==> src/shared/rts_pkg.sv <==
package rts_pkg;

   // Register indices; byte address is four times the index
   localparam logic [5:0] IDX_RUN_CONTROL = 6'h0e;
   localparam logic [5:0] IDX_ZERO_CONTROL = 6'h0f;
   localparam logic [5:0] IDX_RELOAD_HIGH = 6'h10;
   localparam logic [5:0] IDX_RELOAD_LOW = 6'h11;
   localparam logic [5:0] IDX_IRQ_STATUS = 6'h20;
   localparam logic [5:0] IDX_IRQ_MASK = 6'h21;

   // Field positions
   localparam int RUN_LO = 4;
   localparam int CTL_HALT_BIT = 7;
   localparam int CTL_MODE_LO = 4;
   localparam int CTL_RELOAD_BIT = 3;
   localparam int CTL_CLK_LO = 0;
   localparam int IRQ_UNDERFLOW_BIT = 0;
   localparam int IRQ_HALT_RX_BIT = 1;

   // Timing
   localparam int MCLK_HZ = 25_000_000;
   localparam int CARRIER_HZ = 13_560_000;
   localparam int SLOW_HZ = 211_875;
   localparam int SLOW_DIV = CARRIER_HZ / SLOW_HZ;
   localparam logic [5:0] SLOW_LAST = 6'(SLOW_DIV - 1);

   typedef enum logic [1:0] {START_NONE, START_TX_END, START_LFO_HOLD, START_LFO_WRAP} rts_start_t;
   typedef enum logic [1:0] {CLK_CARRIER, CLK_SLOW, CLK_TIMER_TWO, CLK_TIMER_ONE} rts_clksel_t;

   typedef struct packed {
      logic cyc;
      logic stb;
      logic we;
      logic [7:0] adr;
      logic [3:0] sel;
      logic [31:0] dat;
   } rts_wb_req_t;

   typedef struct packed {
      logic ack;
      logic [31:0] dat;
   } rts_wb_rsp_t;

   typedef struct packed {
      logic [3:0] run;
      logic haltRx;
      rts_start_t startMode;
      logic autoReload;
      rts_clksel_t clkSel;
      logic [7:0] reloadHi;
      logic [7:0] reloadLo;
      logic [15:0] count;
      logic [5:0] divCnt;
      logic [2:0] carSync;
      logic [2:0] lfoSync;
      logic carLvl;
      logic lfoLvl;
      logic [1:0] status;
      logic [1:0] mask;
      logic ack;
      logic [31:0] rdData;
      logic uflow;
   } rts_state_t;

   localparam rts_state_t RTS_STATE_RESET = '0;

endpackage

==> src/design/rts_timer_section.sv <==
// What this block does
// - Run-control write changes a run bit only where its mask bit is one.
// - Mask nibble all ones loads all run bits; all zeros changes none.
// - Run bits show timers three..zero counting; masked write starts or stops them.
// - Low nibble bits are write-only masks, each for the run bit four above.
// - Stop-on-receive set: timer zero stops after first four received bits.
// - Stop-on-receive is ignored in either oscillator trimming mode.
// - Start mode 00 no auto start; 01 starts at end of transmission.
// - Modes 10/11 trimming without/with underflow, start and stop on rising edges.
// - Auto-restart set, except in mode 10: at zero reload from sixteen-bit value and keep counting.
// - Auto-restart clear, except in mode 11: count to zero then stop and clear running.
// - Every underflow sets the timer's interrupt request flag.
// - Clock select 00 is carrier rate, 01 is carrier divided down.
// - Clock select 10 ticks on timer two, 11 on timer one underflow.
// - Reload value is high and low byte registers, both read and write.
// - Every start event loads the counter with the reload value.
// - Reload writes leave a running count alone until next start.
`timescale 1ns/100ps
`default_nettype none
module rts_timer_section import rts_pkg::*; (
   // Clock and reset
   input wire logic mclk,
   input wire logic rst_n,
   // Register bus
   input wire rts_wb_req_t wbReq,
   output rts_wb_rsp_t wbRsp,
   // Frame events from the transceiver, same clock
   input wire logic txFrameDone,
   input wire logic rxFourBitsSeen,
   // Pins from other clock sources
   input wire logic carrierPin,
   input wire logic lfoPin,
   // Sibling timers
   input wire logic timerOneUnderflow,
   input wire logic timerTwoUnderflow,
   output logic [3:1] siblingRun,
   output logic timerZeroUnderflow,
   output logic [15:0] counterValue,
   // Interrupt
   output logic irq
);

   rts_state_t q;
   rts_state_t d;
   logic carRise;
   logic lfoRise;
   logic slowTick;
   logic tick;
   logic lfoMode;
   logic busReq;
   logic busWr;
   logic runWr;
   logic relWr;
   logic [5:0] idx;
   logic [15:0] reloadVal;
   logic startZero;
   logic stopZero;
   logic [1:0] statSet;
   logic [1:0] statClr;

   assign idx = wbReq.adr[7:2];
   assign busReq = wbReq.cyc & wbReq.stb & ~q.ack;
   assign busWr = busReq & wbReq.we & wbReq.sel[0];
   assign runWr = busWr && idx == IDX_RUN_CONTROL;
   assign relWr = busWr && (idx == IDX_RELOAD_HIGH || idx == IDX_RELOAD_LOW);
   assign reloadVal = {q.reloadHi, q.reloadLo};

   // A change counts only once the second and third stages agree
   assign carRise = q.carSync[1] & q.carSync[2] & ~q.carLvl;
   assign lfoRise = q.lfoSync[1] & q.lfoSync[2] & ~q.lfoLvl;
   // Carrier is slightly above half of mclk, so edges can merge; expect a large undercount
   assign slowTick = carRise && q.divCnt == SLOW_LAST;
   assign lfoMode = q.startMode[1];

   always_comb begin
      unique case (q.clkSel)
         CLK_CARRIER: tick = carRise;
         CLK_SLOW: tick = slowTick;
         CLK_TIMER_TWO: tick = timerTwoUnderflow;
         CLK_TIMER_ONE: tick = timerOneUnderflow;
      endcase
   end

   always_comb begin
      d = q;
      d.ack = busReq;
      d.uflow = 1'b0;
      startZero = 1'b0;
      stopZero = 1'b0;
      statSet = 2'b00;
      statClr = 2'b00;
      d.carSync = {q.carSync[1:0], carrierPin};
      d.lfoSync = {q.lfoSync[1:0], lfoPin};
      if (q.carSync[1] == q.carSync[2]) begin
         d.carLvl = q.carSync[2];
      end
      if (q.lfoSync[1] == q.lfoSync[2]) begin
         d.lfoLvl = q.lfoSync[2];
      end
      if (carRise) begin
         d.divCnt = (q.divCnt == SLOW_LAST) ? 6'h0 : q.divCnt + 6'h1;
      end

      // Counting
      if (q.run[0] && tick) begin
         if (q.count == 16'h0000) begin
            if (q.startMode == START_LFO_HOLD) begin
               stopZero = 1'b1;
            end else begin
               d.uflow = 1'b1;
               statSet[IRQ_UNDERFLOW_BIT] = 1'b1;
               if (q.autoReload || q.startMode == START_LFO_WRAP) begin
                  d.count = reloadVal;
               end else begin
                  stopZero = 1'b1;
               end
            end
         end else begin
            d.count = q.count - 16'h0001;
         end
      end

      // Hardware start and stop events
      if (q.startMode == START_TX_END && txFrameDone) begin
         startZero = 1'b1;
      end
      if (lfoMode && lfoRise) begin
         if (q.run[0]) begin
            stopZero = 1'b1;
         end else begin
            startZero = 1'b1;
         end
      end
      if (q.haltRx && !lfoMode && rxFourBitsSeen && q.run[0]) begin
         stopZero = 1'b1;
         statSet[IRQ_HALT_RX_BIT] = 1'b1;
      end
      if (stopZero) begin
         d.run[0] = 1'b0;
      end
      if (startZero) begin
         d.run[0] = 1'b1;
         d.count = reloadVal;
      end

      // Software writes win over same-cycle hardware events, except on the interrupt status flags
      if (busWr) begin
         unique case (idx)
            IDX_RUN_CONTROL: begin
               for (int i = 0; i < 4; i++) begin
                  if (wbReq.dat[i]) begin
                     d.run[i] = wbReq.dat[i + RUN_LO];
                  end
               end
               if (wbReq.dat[0] && wbReq.dat[RUN_LO]) begin
                  d.count = reloadVal;
               end
            end
            IDX_ZERO_CONTROL: begin
               d.haltRx = wbReq.dat[CTL_HALT_BIT];
               d.startMode = rts_start_t'(wbReq.dat[CTL_MODE_LO +: 2]);
               d.autoReload = wbReq.dat[CTL_RELOAD_BIT];
               d.clkSel = rts_clksel_t'(wbReq.dat[CTL_CLK_LO +: 2]);
            end
            IDX_RELOAD_HIGH: d.reloadHi = wbReq.dat[7:0];
            IDX_RELOAD_LOW: d.reloadLo = wbReq.dat[7:0];
            IDX_IRQ_STATUS: statClr = wbReq.dat[1:0];
            IDX_IRQ_MASK: d.mask = wbReq.dat[1:0];
            default: ;
         endcase
      end
      // Set wins over a write-one clear in the same cycle
      d.status = (q.status & ~statClr) | statSet;

      // Reads; mask nibble is write-only and reads as zero
      if (busReq && !wbReq.we) begin
         d.rdData = 32'h0000_0000;
         unique case (idx)
            IDX_RUN_CONTROL: d.rdData[7:0] = {q.run, 4'h0};
            IDX_ZERO_CONTROL: d.rdData[7:0] = {q.haltRx, 1'b0, q.startMode, q.autoReload, 1'b0, q.clkSel};
            IDX_RELOAD_HIGH: d.rdData[7:0] = q.reloadHi;
            IDX_RELOAD_LOW: d.rdData[7:0] = q.reloadLo;
            IDX_IRQ_STATUS: d.rdData[1:0] = q.status;
            IDX_IRQ_MASK: d.rdData[1:0] = q.mask;
            default: ;
         endcase
      end
   end

   always_ff @(posedge mclk) begin
      if (!rst_n) begin
         q <= RTS_STATE_RESET;
      end else begin
         q <= d;
      end
   end

   assign wbRsp = '{ack: q.ack, dat: q.rdData};
   assign siblingRun = q.run[3:1];
   assign timerZeroUnderflow = q.uflow;
   assign counterValue = q.count;
   assign irq = |(q.status & q.mask);
endmodule
`default_nettype wire

==> config.mk <==
export PLATFORM = sky130hd
export DESIGN_NAME = rts_timer_section
export DESIGN_NICKNAME = d
export VERILOG_FILES = /design/src/shared/rts_pkg.sv /design/src/design/rts_timer_section.sv
export SDC_FILE = /design/constraint.sdc
export NUM_CORES = 1
export LEC_CHECK = 0
export BUFFER_PORTS_ARGS = -buffer_cell sky130_fd_sc_hd__buf_4
export CAP_MARGIN = 20
export CORE_UTILIZATION = 30
export DETAILED_ROUTE_END_ITERATION = 10
export HOLD_SLACK_MARGIN = 0.15
export PLACE_DENSITY = 0.47
export SLEW_MARGIN = 30
export SYNTH_ARGS = -nofsm -noshare
export SYNTH_HDL_FRONTEND = slang
export SYNTH_SLANG_ARGS = --single-unit
==> constraint.sdc <==
create_clock -name mclk -period 2.7 [get_ports mclk]
set_input_delay 0.54 -clock mclk [delete_from_list [all_inputs] [get_ports mclk]]
set_output_delay 0.54 -clock mclk [all_outputs]
set_load 0.02 [all_outputs]
### Word level (Yosys, flattened, before mapping)

Index checks and enable logic that the tools add are counted.

| storage, ports and cells | value |
|---|---|
| flip-flop bits (word level) | 70 |
| output and inout port bits | 54 |
| word-level logic and storage cells | 110 |

| operators by class | value |
|---|---|
| add/sub/neg operators | 2 |
| equality and inequality tests | 15 |
| mux-type cells | 35 |
| bitwise operators | 15 |
| reduce and logical (&&, ||, !) cells | 22 |

Operators with widths:

| operator | number |
|---|---|
| 2-to-1 mux 16 bit | 7 |
| 2-to-1 mux 39 bit | 1 |
| one-hot mux 6 bit (4 select lines) | 1 |
| == test 6 bit, second input constant | 3 |
| 2-to-1 mux 1 bit | 18 |
| logical NOT 16 bit | 1 |
| 2-to-1 mux 8 bit | 2 |
| subtractor 16 x 1 -> 16 bit, second input constant | 1 |
| == test 6 x 4 -> 1 bit, second input constant | 2 |
| == test 6 x 5 -> 1 bit, second input constant | 2 |
| 2-to-1 mux 6 bit | 2 |
| one-hot mux 2 bit (5 select lines) | 1 |
| logical AND 1 bit | 9 |
| AND reduction 3 bit | 3 |
| bitwise AND 1 bit | 8 |
| == test 2 bit, second input constant | 4 |
| AND reduction 2 bit | 4 |
| adder 6 x 1 -> 6 bit, second input constant | 1 |
| bitwise AND 2 bit | 2 |
| == test 2 x 1 -> 1 bit, second input constant | 2 |
| 2-to-1 mux 2 bit | 2 |
| one-hot mux 1 bit (4 select lines) | 1 |
| NOT 1 bit | 3 |
| == test 1 bit | 2 |
| other kinds (6) | 7 |

### Logic depth before layout (Yosys ltp)

Gate-level depths: netlist (run 1).

| logic depth | value |
|---|---|
| word-level depth | 14 |
| mapped depth | 10 |
| mapped depth without buffers | 8 |

### Worst setup path before layout (run 1)

OpenSTA, ideal clock, no wires.

| timing path | value |
|---|---|
| path kind | register to register |
| start | register q[46] (netlist name) |
| end | register q (netlist bit counterValue[15]) |
| setup time | 0.121 ns |
| arrival | 1.923 ns |
| required time | 2.579 ns |
| setup slack | 0.656 ns |
| cell stages (with the launch flop) | 9 |
| cells stage by stage | dfxtp_1 > ha_1 > and3_4 > a41oi_4 > or2_1 > buf_6 > or4_1 > o21ai_1 > a21oi_1 |

| between the ends | value |
|---|---|
| longest elaborated chain between the ends | 9 |

RTL lines:

| what | line | RTL |
|---|---|---|
| from (decl) | rts_timer_section.sv:43 | `rts_state_t q;` |
| from (signal assigned) | rts_timer_section.sv:192 | `q <= RTS_STATE_RESET;` |
| from (signal assigned) | rts_timer_section.sv:194 | `q <= d;` |
| == test 6 bit * | rts_timer_section.sv:72 | `assign slowTick = carRise && q.divCnt == SLOW_LAST;` |
| logical AND 1 bit * | rts_timer_section.sv:72 |  |
| one-hot mux 1 bit (4 select lines) * | rts_timer_section.sv:76 | `unique case (q.clkSel)` |
| logical AND 1 bit * | rts_timer_section.sv:105 | `if (q.run[0] && tick) begin` |
| 2-to-1 mux 16 bit * | rts_timer_section.sv:105 |  |
| 2-to-1 mux 16 bit * | rts_timer_section.sv:141 | `if (startZero) begin` |
| 2-to-1 mux 16 bit | rts_timer_section.sv:155 | `if (wbReq.dat[0] && wbReq.dat[RUN_LO]) begin` |
| 2-to-1 mux 16 bit | rts_timer_section.sv:148 | `unique case (idx)` |
| 2-to-1 mux 39 bit * | rts_timer_section.sv:147 | `if (busWr) begin` |

Mark *: on every way between the ends. The rest lies on a longest branch, timed or not.
A chain may end at the register's enable or synchronous reset.

### Final worst setup path (run 1)

| timing path | value |
|---|---|
| start | register q[46] (netlist name) |
| end | register q (netlist bit counterValue[14]) |

Same word-level chain as after synthesis.

==> flow_metrics.py, run 1 <==
metrics = {
    "cts": {
        "clk_pin_slew_worst_paths_ns": 0.06,
        "cts_resized": 0,
        "ctsHoldBuffers": 0,
        "clk_path_buf_depth": 2,
        "root_buffer": "clkbuf_16",
        "cts_max_level": 3,
        "clkSinkCount": 70,
        "clock_latency_ns": 0.34,
        "cts_buffers": 9,
        "cts_tree": "done",
        "cts_setup_buffers": 0,
    },
    "logic_synthesis": {
        "ys_seq_area_share_pct": 33.7,
        "syn_area_mm2": 0.00416,
        "yosysTopAreaCell": "dfxtp_1",
        "synth-edff-count": 0,
        "syn_inst": 464,
        "netlist_top_cells_area": "dfxtp_1 34%, buf_4 9.6%, mux2i_1 8.9%, nor2b_1 4.7%, o21ai_0 3.5%",
        "synth-main-ff-cell": "dfxtp_1",
        "yosys_warnings": 0,
        "synth_seq_cells": 70,
        "synth.top_cell.area_share_pct": 33.7,
        "synthArstFlopShare_pct": 0,
        "avgSynthCellArea_um2": 8.97,
        "yosysUniqueCellTypes": 70,
    },
    "setup_path": {
        "required_ns": 2.92,
        "cpMaxStageDelayCell": "or2_1",
        "worstPathMaxFanout": 13,
        "crit_arrival_ns": 2.54,
        "startpoint": "q[46]$_SDFFE_PN0N_",
        "crit_type": "reg -> reg",
        "end_kind": "flip-flop",
        "rrSetupSlack_ns": 0.38,
        "path_cells": "ha_1, and3_4, a41oi_4, or2_1, buf_4, or3_1, o21ai_0, o31ai_1",
        "r2r-start": "q[46]$_SDFFE_PN0N_",
        "cp_top_family": "simple AND/OR/NAND/NOR gates",
        "cpPeakStageDelay_ns": 0.45,
        "path_buf_inv": 1,
        "cp-start-kind": "flip-flop",
    },
    "detailed_routing": {
        "detail_route.iter0.violations": 221,
        "viasPerCell": 5.01,
        "drc": 0,
        "wirelength_um": 10700,
        "wl_per_cell_um": 16.0,
        "first_pass_iters": 7,
        "ant_nets": 0,
        "num_vias": 3357,
    },
    "cells_and_area": {
        "nFillCells": 1389,
        "fin_util_pct": 35.9,
        "layout-drive-gt1-share_pct": 20.6,
        "antennaDiodeCount": 0,
        "nets": 549,
        "synthToLayoutAreaGrowth_pct": 15.5,
    },
    "place": {
        "numPortBuffers": 55,
        "hpwl_um": 7660,
        "place.gp.congestion": 0.804,
    },
    "power_and_ir_drop": {
        "power.internal_w": 0.00205,
        "power.leakage_nw": 1.93,
        "ir_worst_vdd_uv": 375,
        "p_sw_w": 0.000605,
        "netSwitchingFraction_pct": 22.8,
        "comb_power_share_pct": 7.9,
        "seqPwrFrac_pct": 39.6,
        "clockPowerShare_pct": 52.5,
        "p_per_area_mw_per_mm2": 553,
    },
    "die": {
        "boundaryPins": 109,
        "row_count": 42,
        "core-area_mm2": 0.0134,
        "die_y_um": 120,
        "die_w_um": 120,
        "initial_core_util_pct": 31.0,
        "dieArea_mm2": 0.0143,
    },
    "sta": {
        "finalCritPeriodShare_pct": 86.1,
        "skew_ns": 0.00910,
        "timing.fmax_mhz": 430,
        "rsz0062_at_grt": "no",
        "tns_ns": 0,
        "final_hold_viol_count": 0,
        "setup_violations": 0,
        "relSlewSlack_pct": 60.8,
        "period_needed_ns": 2.32,
        "tightest_slew_ns": 0.586,
        "slew_violations": 0,
    },
    "status": {
        "status": "complete, no violations",
    },
    "min_path": {
        "hold_start": "carrierPin",
        "worstHoldPathType": "in -> reg",
    },
    "grt": {
        "grt_pass1_wl_um": 17300,
        "grt_max_degree": 55,
        "grt_use_total_pct": 15.7,
        "grt-ovfl-total": 0,
        "grt_pass1_vias": 3105,
        "antenna_found_initial": 0,
    },
    "job": {
        "cap_viol_max_count": 0,
    },
}
per-stage QoR:
step	hold slack, ns	total power, W	cells	worst slack [ns]	area, um^2
floorplan	0.412	0.00124	487	0.656	4250
global placement	0.417	0.00128	654	0.408	4460
detailed placement	0.417	0.00129	654	0.400	4460
CTS	0.395	0.00269	670	0.381	4810
global route	0.397	0.00277	670	0.264	4810
finish	0.406	0.00266	670	0.376	4810
final timing paths:
check,to,cells after the start
worst max-delay path,counterValue[14]$_SDFF_PN0_,8
worst min-delay path,d[44]$_SDFF_PN0_,2
worst min register to register,d[42]$_SDFF_PN0_,1
worst max register to register,counterValue[14]$_SDFF_PN0_,8
worst register-to-register path: stages, from the launching register on:
cell     delay (ns)
dfxtp_1        0.41
ha_1           0.24
and3_4         0.23
a41oi_4        0.13
or2_1          0.45
buf_4          0.25
or3_1          0.33
o21ai_0        0.08
o31ai_1        0.08
sequential cells by signal, indices dropped and copies added (netlist names):
register,cells
wbRsp,9
lfoMode,1
counterValue,16
timerZeroUnderflow,1
q,36
siblingRun,3
d,4
placed cells by master, fill, tap and decap left out, types with 3 or more instances in the layout:
| cell type | netlist | routed |
|---|---|---|
| a21boi_0 | 5 | 5 |
| a21oi_1 | 18 | 18 |
| a221oi_1 | 4 | 4 |
| a22o_1 | 3 | 3 |
| a31o_1 | 3 | 3 |
| a31oi_1 | 8 | 8 |
| and2_1 | 12 | 12 |
| and3_1 | 6 | 6 |
| buf_4 | 53 | 66 |
| bufinv_16 | 0 | 3 |
| clkbuf_16 | 0 | 9 |
| conb_1 | 1 | 24 |
| dfxtp_1 | 70 | 70 |
| ha_1 | 5 | 5 |
| inv_1 | 5 | 5 |
| mux2i_1 | 37 | 37 |
| nand2_1 | 24 | 24 |
| nand3_1 | 17 | 17 |
| nand3b_1 | 4 | 4 |
| nand4_1 | 6 | 6 |
| nor2_1 | 16 | 16 |
| nor2b_1 | 31 | 31 |
| nor3_1 | 6 | 6 |
| nor3b_1 | 3 | 3 |
| o211a_1 | 5 | 5 |
| o211ai_1 | 3 | 3 |
| o21ai_0 | 29 | 29 |
| o21ai_1 | 4 | 4 |
| o221a_1 | 3 | 3 |
| o221ai_1 | 3 | 3 |
| or3_1 | 6 | 6 |
per-layer routing:
layer | global-route usage, % | wire [um] | vias to the layer above | share of wire [%]
li1 | - | - | 1664 | -
met4 | 4.30 | 93 | 0 | 0.87
met1 | 21.4 | 5340 | 1575 | 50
met5 | 0 | 0 | - | 0
met3 | 5.04 | 584 | 8 | 5.4
met2 | 23.6 | 4720 | 110 | 44
final cells by class:
cell class	count	area [um^2]	area share (%)
flip-flops and latches	70	1400	29.2
well taps	176	220	4.58
inverters	5	18.8	0.391
repair buffers	66	495	10.3
clock buffers	11	243	5.05
multi-input cells	337	2320	48.3
clock inverters	5	106	2.21
logic make-up after synthesis:
logic type      synth area share [%]
simple gates                    23.7
compound gates                  18.4
buf+inv                         12.6
flops                           33.7
mux                             9.44
fa+ha+maj                       1.50
xor+xnor                       0.632
other cells                   0.0901
Yosys cell counts (3+ instances only):
| library cell | number |
|---|---|
| dfxtp_1 | 70 |
| buf_4 | 53 |
| mux2i_1 | 37 |
| nor2b_1 | 31 |
| o21ai_0 | 29 |
| nand2_1 | 24 |
| a21oi_1 | 18 |
| nand3_1 | 17 |
| nor2_1 | 16 |
| and2_1 | 12 |
| clkbuf_1 | 12 |
| a31oi_1 | 8 |
| buf_2 | 8 |
| and3_1 | 6 |
| nand4_1 | 6 |
| nor3_1 | 6 |
| or3_1 | 6 |
| a21boi_0 | 5 |
| ha_1 | 5 |
| inv_1 | 5 |
| o211a_1 | 5 |
| a221oi_1 | 4 |
| nand3b_1 | 4 |
| o21ai_1 | 4 |
| a22o_1 | 3 |
| a31o_1 | 3 |
| nor3b_1 | 3 |
| o211ai_1 | 3 |
| o221a_1 | 3 |
| o221ai_1 | 3 |
power groups by stage:
stage / logic (W) / registers (W) / clock network, W
floorplan: 0.000171 / 0.00107 / 0
global placement: 0.000209 / 0.00107 / 0
detailed placement: 0.000211 / 0.00107 / 0
CTS: 0.000212 / 0.00105 / 0.00143
global route: 0.000231 / 0.00105 / 0.00148
finish: 0.000211 / 0.00105 / 0.00139
Note: power is estimated with default switching activity, not from simulation.
==> inputs of run 2 (changes only) <==
--- a/config.mk
+++ b/config.mk
@@ -7,10 +7,13 @@
 export LEC_CHECK = 0
 export BUFFER_PORTS_ARGS = -buffer_cell sky130_fd_sc_hd__buf_4
 export CAP_MARGIN = 20
+export CELL_PAD_IN_SITES_DETAIL_PLACEMENT = 0
+export CELL_PAD_IN_SITES_GLOBAL_PLACEMENT = 1
 export CORE_UTILIZATION = 30
 export DETAILED_ROUTE_END_ITERATION = 10
 export HOLD_SLACK_MARGIN = 0.15
-export PLACE_DENSITY = 0.47
+export PLACE_DENSITY = 0.61
+export REMOVE_ABC_BUFFERS = 1
 export SLEW_MARGIN = 30
 export SYNTH_ARGS = -nofsm -noshare
 export SYNTH_HDL_FRONTEND = slang
==> run 2 against run 1 <==
Effect of this change: final area decreased by 0.81%; highest routed layer unchanged; sequential power about the same; combinational power about the same; via count increased by 1.5%; worst hold slack improved by 0.015 ns; largest cell class unchanged; register-to-register slack got worse by 0.03 ns; total power decreased by 9.6%.
==> flow_metrics.py, run 2 (synthesis results as in run 1) <==
metrics = {
    "die": {
        "dieArea_mm2": 0.0143,
        "row_count": 42,
        "die_y_um": 120,
        "boundaryPins": 109,
        "initial_core_util_pct": 31.0,
        "die_w_um": 120,
        "core-area_mm2": 0.0134,
    },
    "power_and_ir_drop": {
        "ir_worst_vdd_uv": 276,
        "power.leakage_nw": 1.92,
        "p_per_area_mw_per_mm2": 504,
    },
    "cells_and_area": {
        "final_area_mm2": 0.00477,
        "multi_input_area_mm2": 0.00232,
        "regArea_mm2": 0.00140,
        "synthToLayoutAreaGrowth_pct": 14.6,
        "antennaDiodeCount": 0,
        "most-common-layout-cells": "70 x dfxtp_1, 69 x buf_4, 37 x mux2i_1",
        "largest_register": "q",
        "layout-drive-gt1-share_pct": 20.8,
        "largest_reg_flops": 36,
        "nFillCells": 1411,
        "final_common_cell": "dfxtp_1",
        "nets": 552,
    },
    "min_path": {
        "hold_start": "lfoPin",
        "worstHoldPathType": "in -> reg",
        "holdPathEnd": "d[41]$_SDFF_PN0_",
        "hold_depth": 2,
    },
    "detailed_routing": {
        "wirelength_um": 10600,
        "viasPerCell": 5.07,
        "wl_per_cell_um": 15.7,
        "drc": 0,
        "ant_nets": 0,
        "detail_route.iter0.violations": 162,
        "num_vias": 3406,
        "first_pass_iters": 5,
    },
    "setup_path": {
        "crit_arrival_ns": 2.57,
        "path_cells": "ha_1, and3_4, a41oi_4, or2_1, buf_4, or3_1, o21ai_0, o31ai_1",
        "cp_top_family": "simple AND/OR/NAND/NOR gates",
        "worstReg2RegEnd": "counterValue[14]$_SDFF_PN0_",
        "required_ns": 2.91,
        "crit_type": "reg -> reg",
        "end_kind": "flip-flop",
        "path_buf_inv": 1,
        "r2r-start": "q[46]$_SDFFE_PN0N_",
        "worstPathMaxFanout": 12,
        "rrSetupSlack_ns": 0.35,
        "cp-start-kind": "flip-flop",
        "cpPeakStageDelay_ns": 0.45,
        "r2r_cells": 8,
        "cpMaxStageDelayCell": "or2_1",
    },
    "sta": {
        "whs_ns": 0.420,
        "slew_violations": 0,
        "finalCritPeriodShare_pct": 87.1,
        "worst_slack_ns": 0.349,
        "tns_ns": 0,
        "relSlewSlack_pct": 60.4,
        "tightest_slew_ns": 0.593,
        "rsz0062_at_grt": "no",
        "period_needed_ns": 2.35,
        "final_hold_viol_count": 0,
        "skew_ns": 0.00341,
        "setup_violations": 0,
        "timing.fmax_mhz": 425,
    },
    "cts": {
        "clk_pin_slew_worst_paths_ns": 0.06,
        "cts_tree": "done",
        "clk_path_buf_depth": 2,
        "clkSinkCount": 70,
        "clock_latency_ns": 0.33,
        "root_buffer": "clkbuf_16",
        "ctsHoldBuffers": 0,
        "cts_resized": 0,
        "cts_setup_buffers": 0,
        "cts_buffers": 9,
        "cts_max_level": 3,
    },
    "grt": {
        "grt_pass1_wl_um": 17500,
        "grt_pass1_vias": 3245,
        "grt_max_degree": 44,
        "antenna_found_initial": 0,
        "grt-ovfl-total": 0,
        "grt_use_total_pct": 15.6,
    },
    "place": {
        "place.gp.congestion": 0.806,
        "hpwl_um": 7870,
        "numPortBuffers": 55,
        "place_ws_ns": 0.389,
        "place_area_mm2": 0.00448,
    },
    "status": {
        "status": "complete, no violations",
    },
    "job": {
        "cap_viol_max_count": 0,
    },
}
## run 2: worst register-to-register path: cells and delay by family, from the launching register on
family | cells | cell delay, ns
adders and majority gates | 1 | 0.26
AOI/OAI and AO/OA | 3 | 0.29
and+or+nand+nor | 3 | 1.03
buffers and inverters | 1 | 0.25
DFF | 1 | 0.42
## run 2: stage by stage
step                power [W]  cells  utilization (%)
finish                0.00240    672             35.6
global route          0.00251    672             35.6
CTS                   0.00244    672             35.6
detailed placement    0.00129    657             33.4
global placement      0.00128    657             33.4
floorplan             0.00119    412                -
## run 2: worst max-delay path by stage
stage	from	endpoint	cells past startpoint
6_report	q[46]$_SDFFE_PN0N_	counterValue[14]$_SDFF_PN0_	8
5_1_grt	q[46]$_SDFFE_PN0N_	counterValue[14]$_SDFF_PN0_	8
4_1_cts	q[46]$_SDFFE_PN0N_	counterValue[14]$_SDFF_PN0_	8
3_5_place_dp	q[46]$_SDFFE_PN0N_	counterValue[14]$_SDFF_PN0_	8
3_3_place_gp	q[46]$_SDFFE_PN0N_	counterValue[14]$_SDFF_PN0_	8
2_1_floorplan	counterValue[0]$_SDFF_PN0_	counterValue[4]$_SDFF_PN0_	8
## run 2: cell type report
class                      count  area share (%)
inverter                       5           0.394
sequential                    70            29.4
tap                          176            4.62
clock buffer                  15            6.04
multi-input combinational    337            48.7
timing repair buffer          69            10.9
## run 2: power breakdown
group          total, W  internal (W)  switching [W]
logic          0.000212     0.0000791       0.000132
clock network   0.00114      0.000718       0.000420
registers       0.00105       0.00104     0.00000808
total           0.00240       0.00184       0.000561
## run 2: per-layer routing
layer	GRT usage [%]	vias up	share of wire, %
met4	5.08	0	1.1
met1	21.9	1615	50
met3	3.47	9	5.3
met2	23.6	115	44
met5	0	-	0
li1	-	1667	-
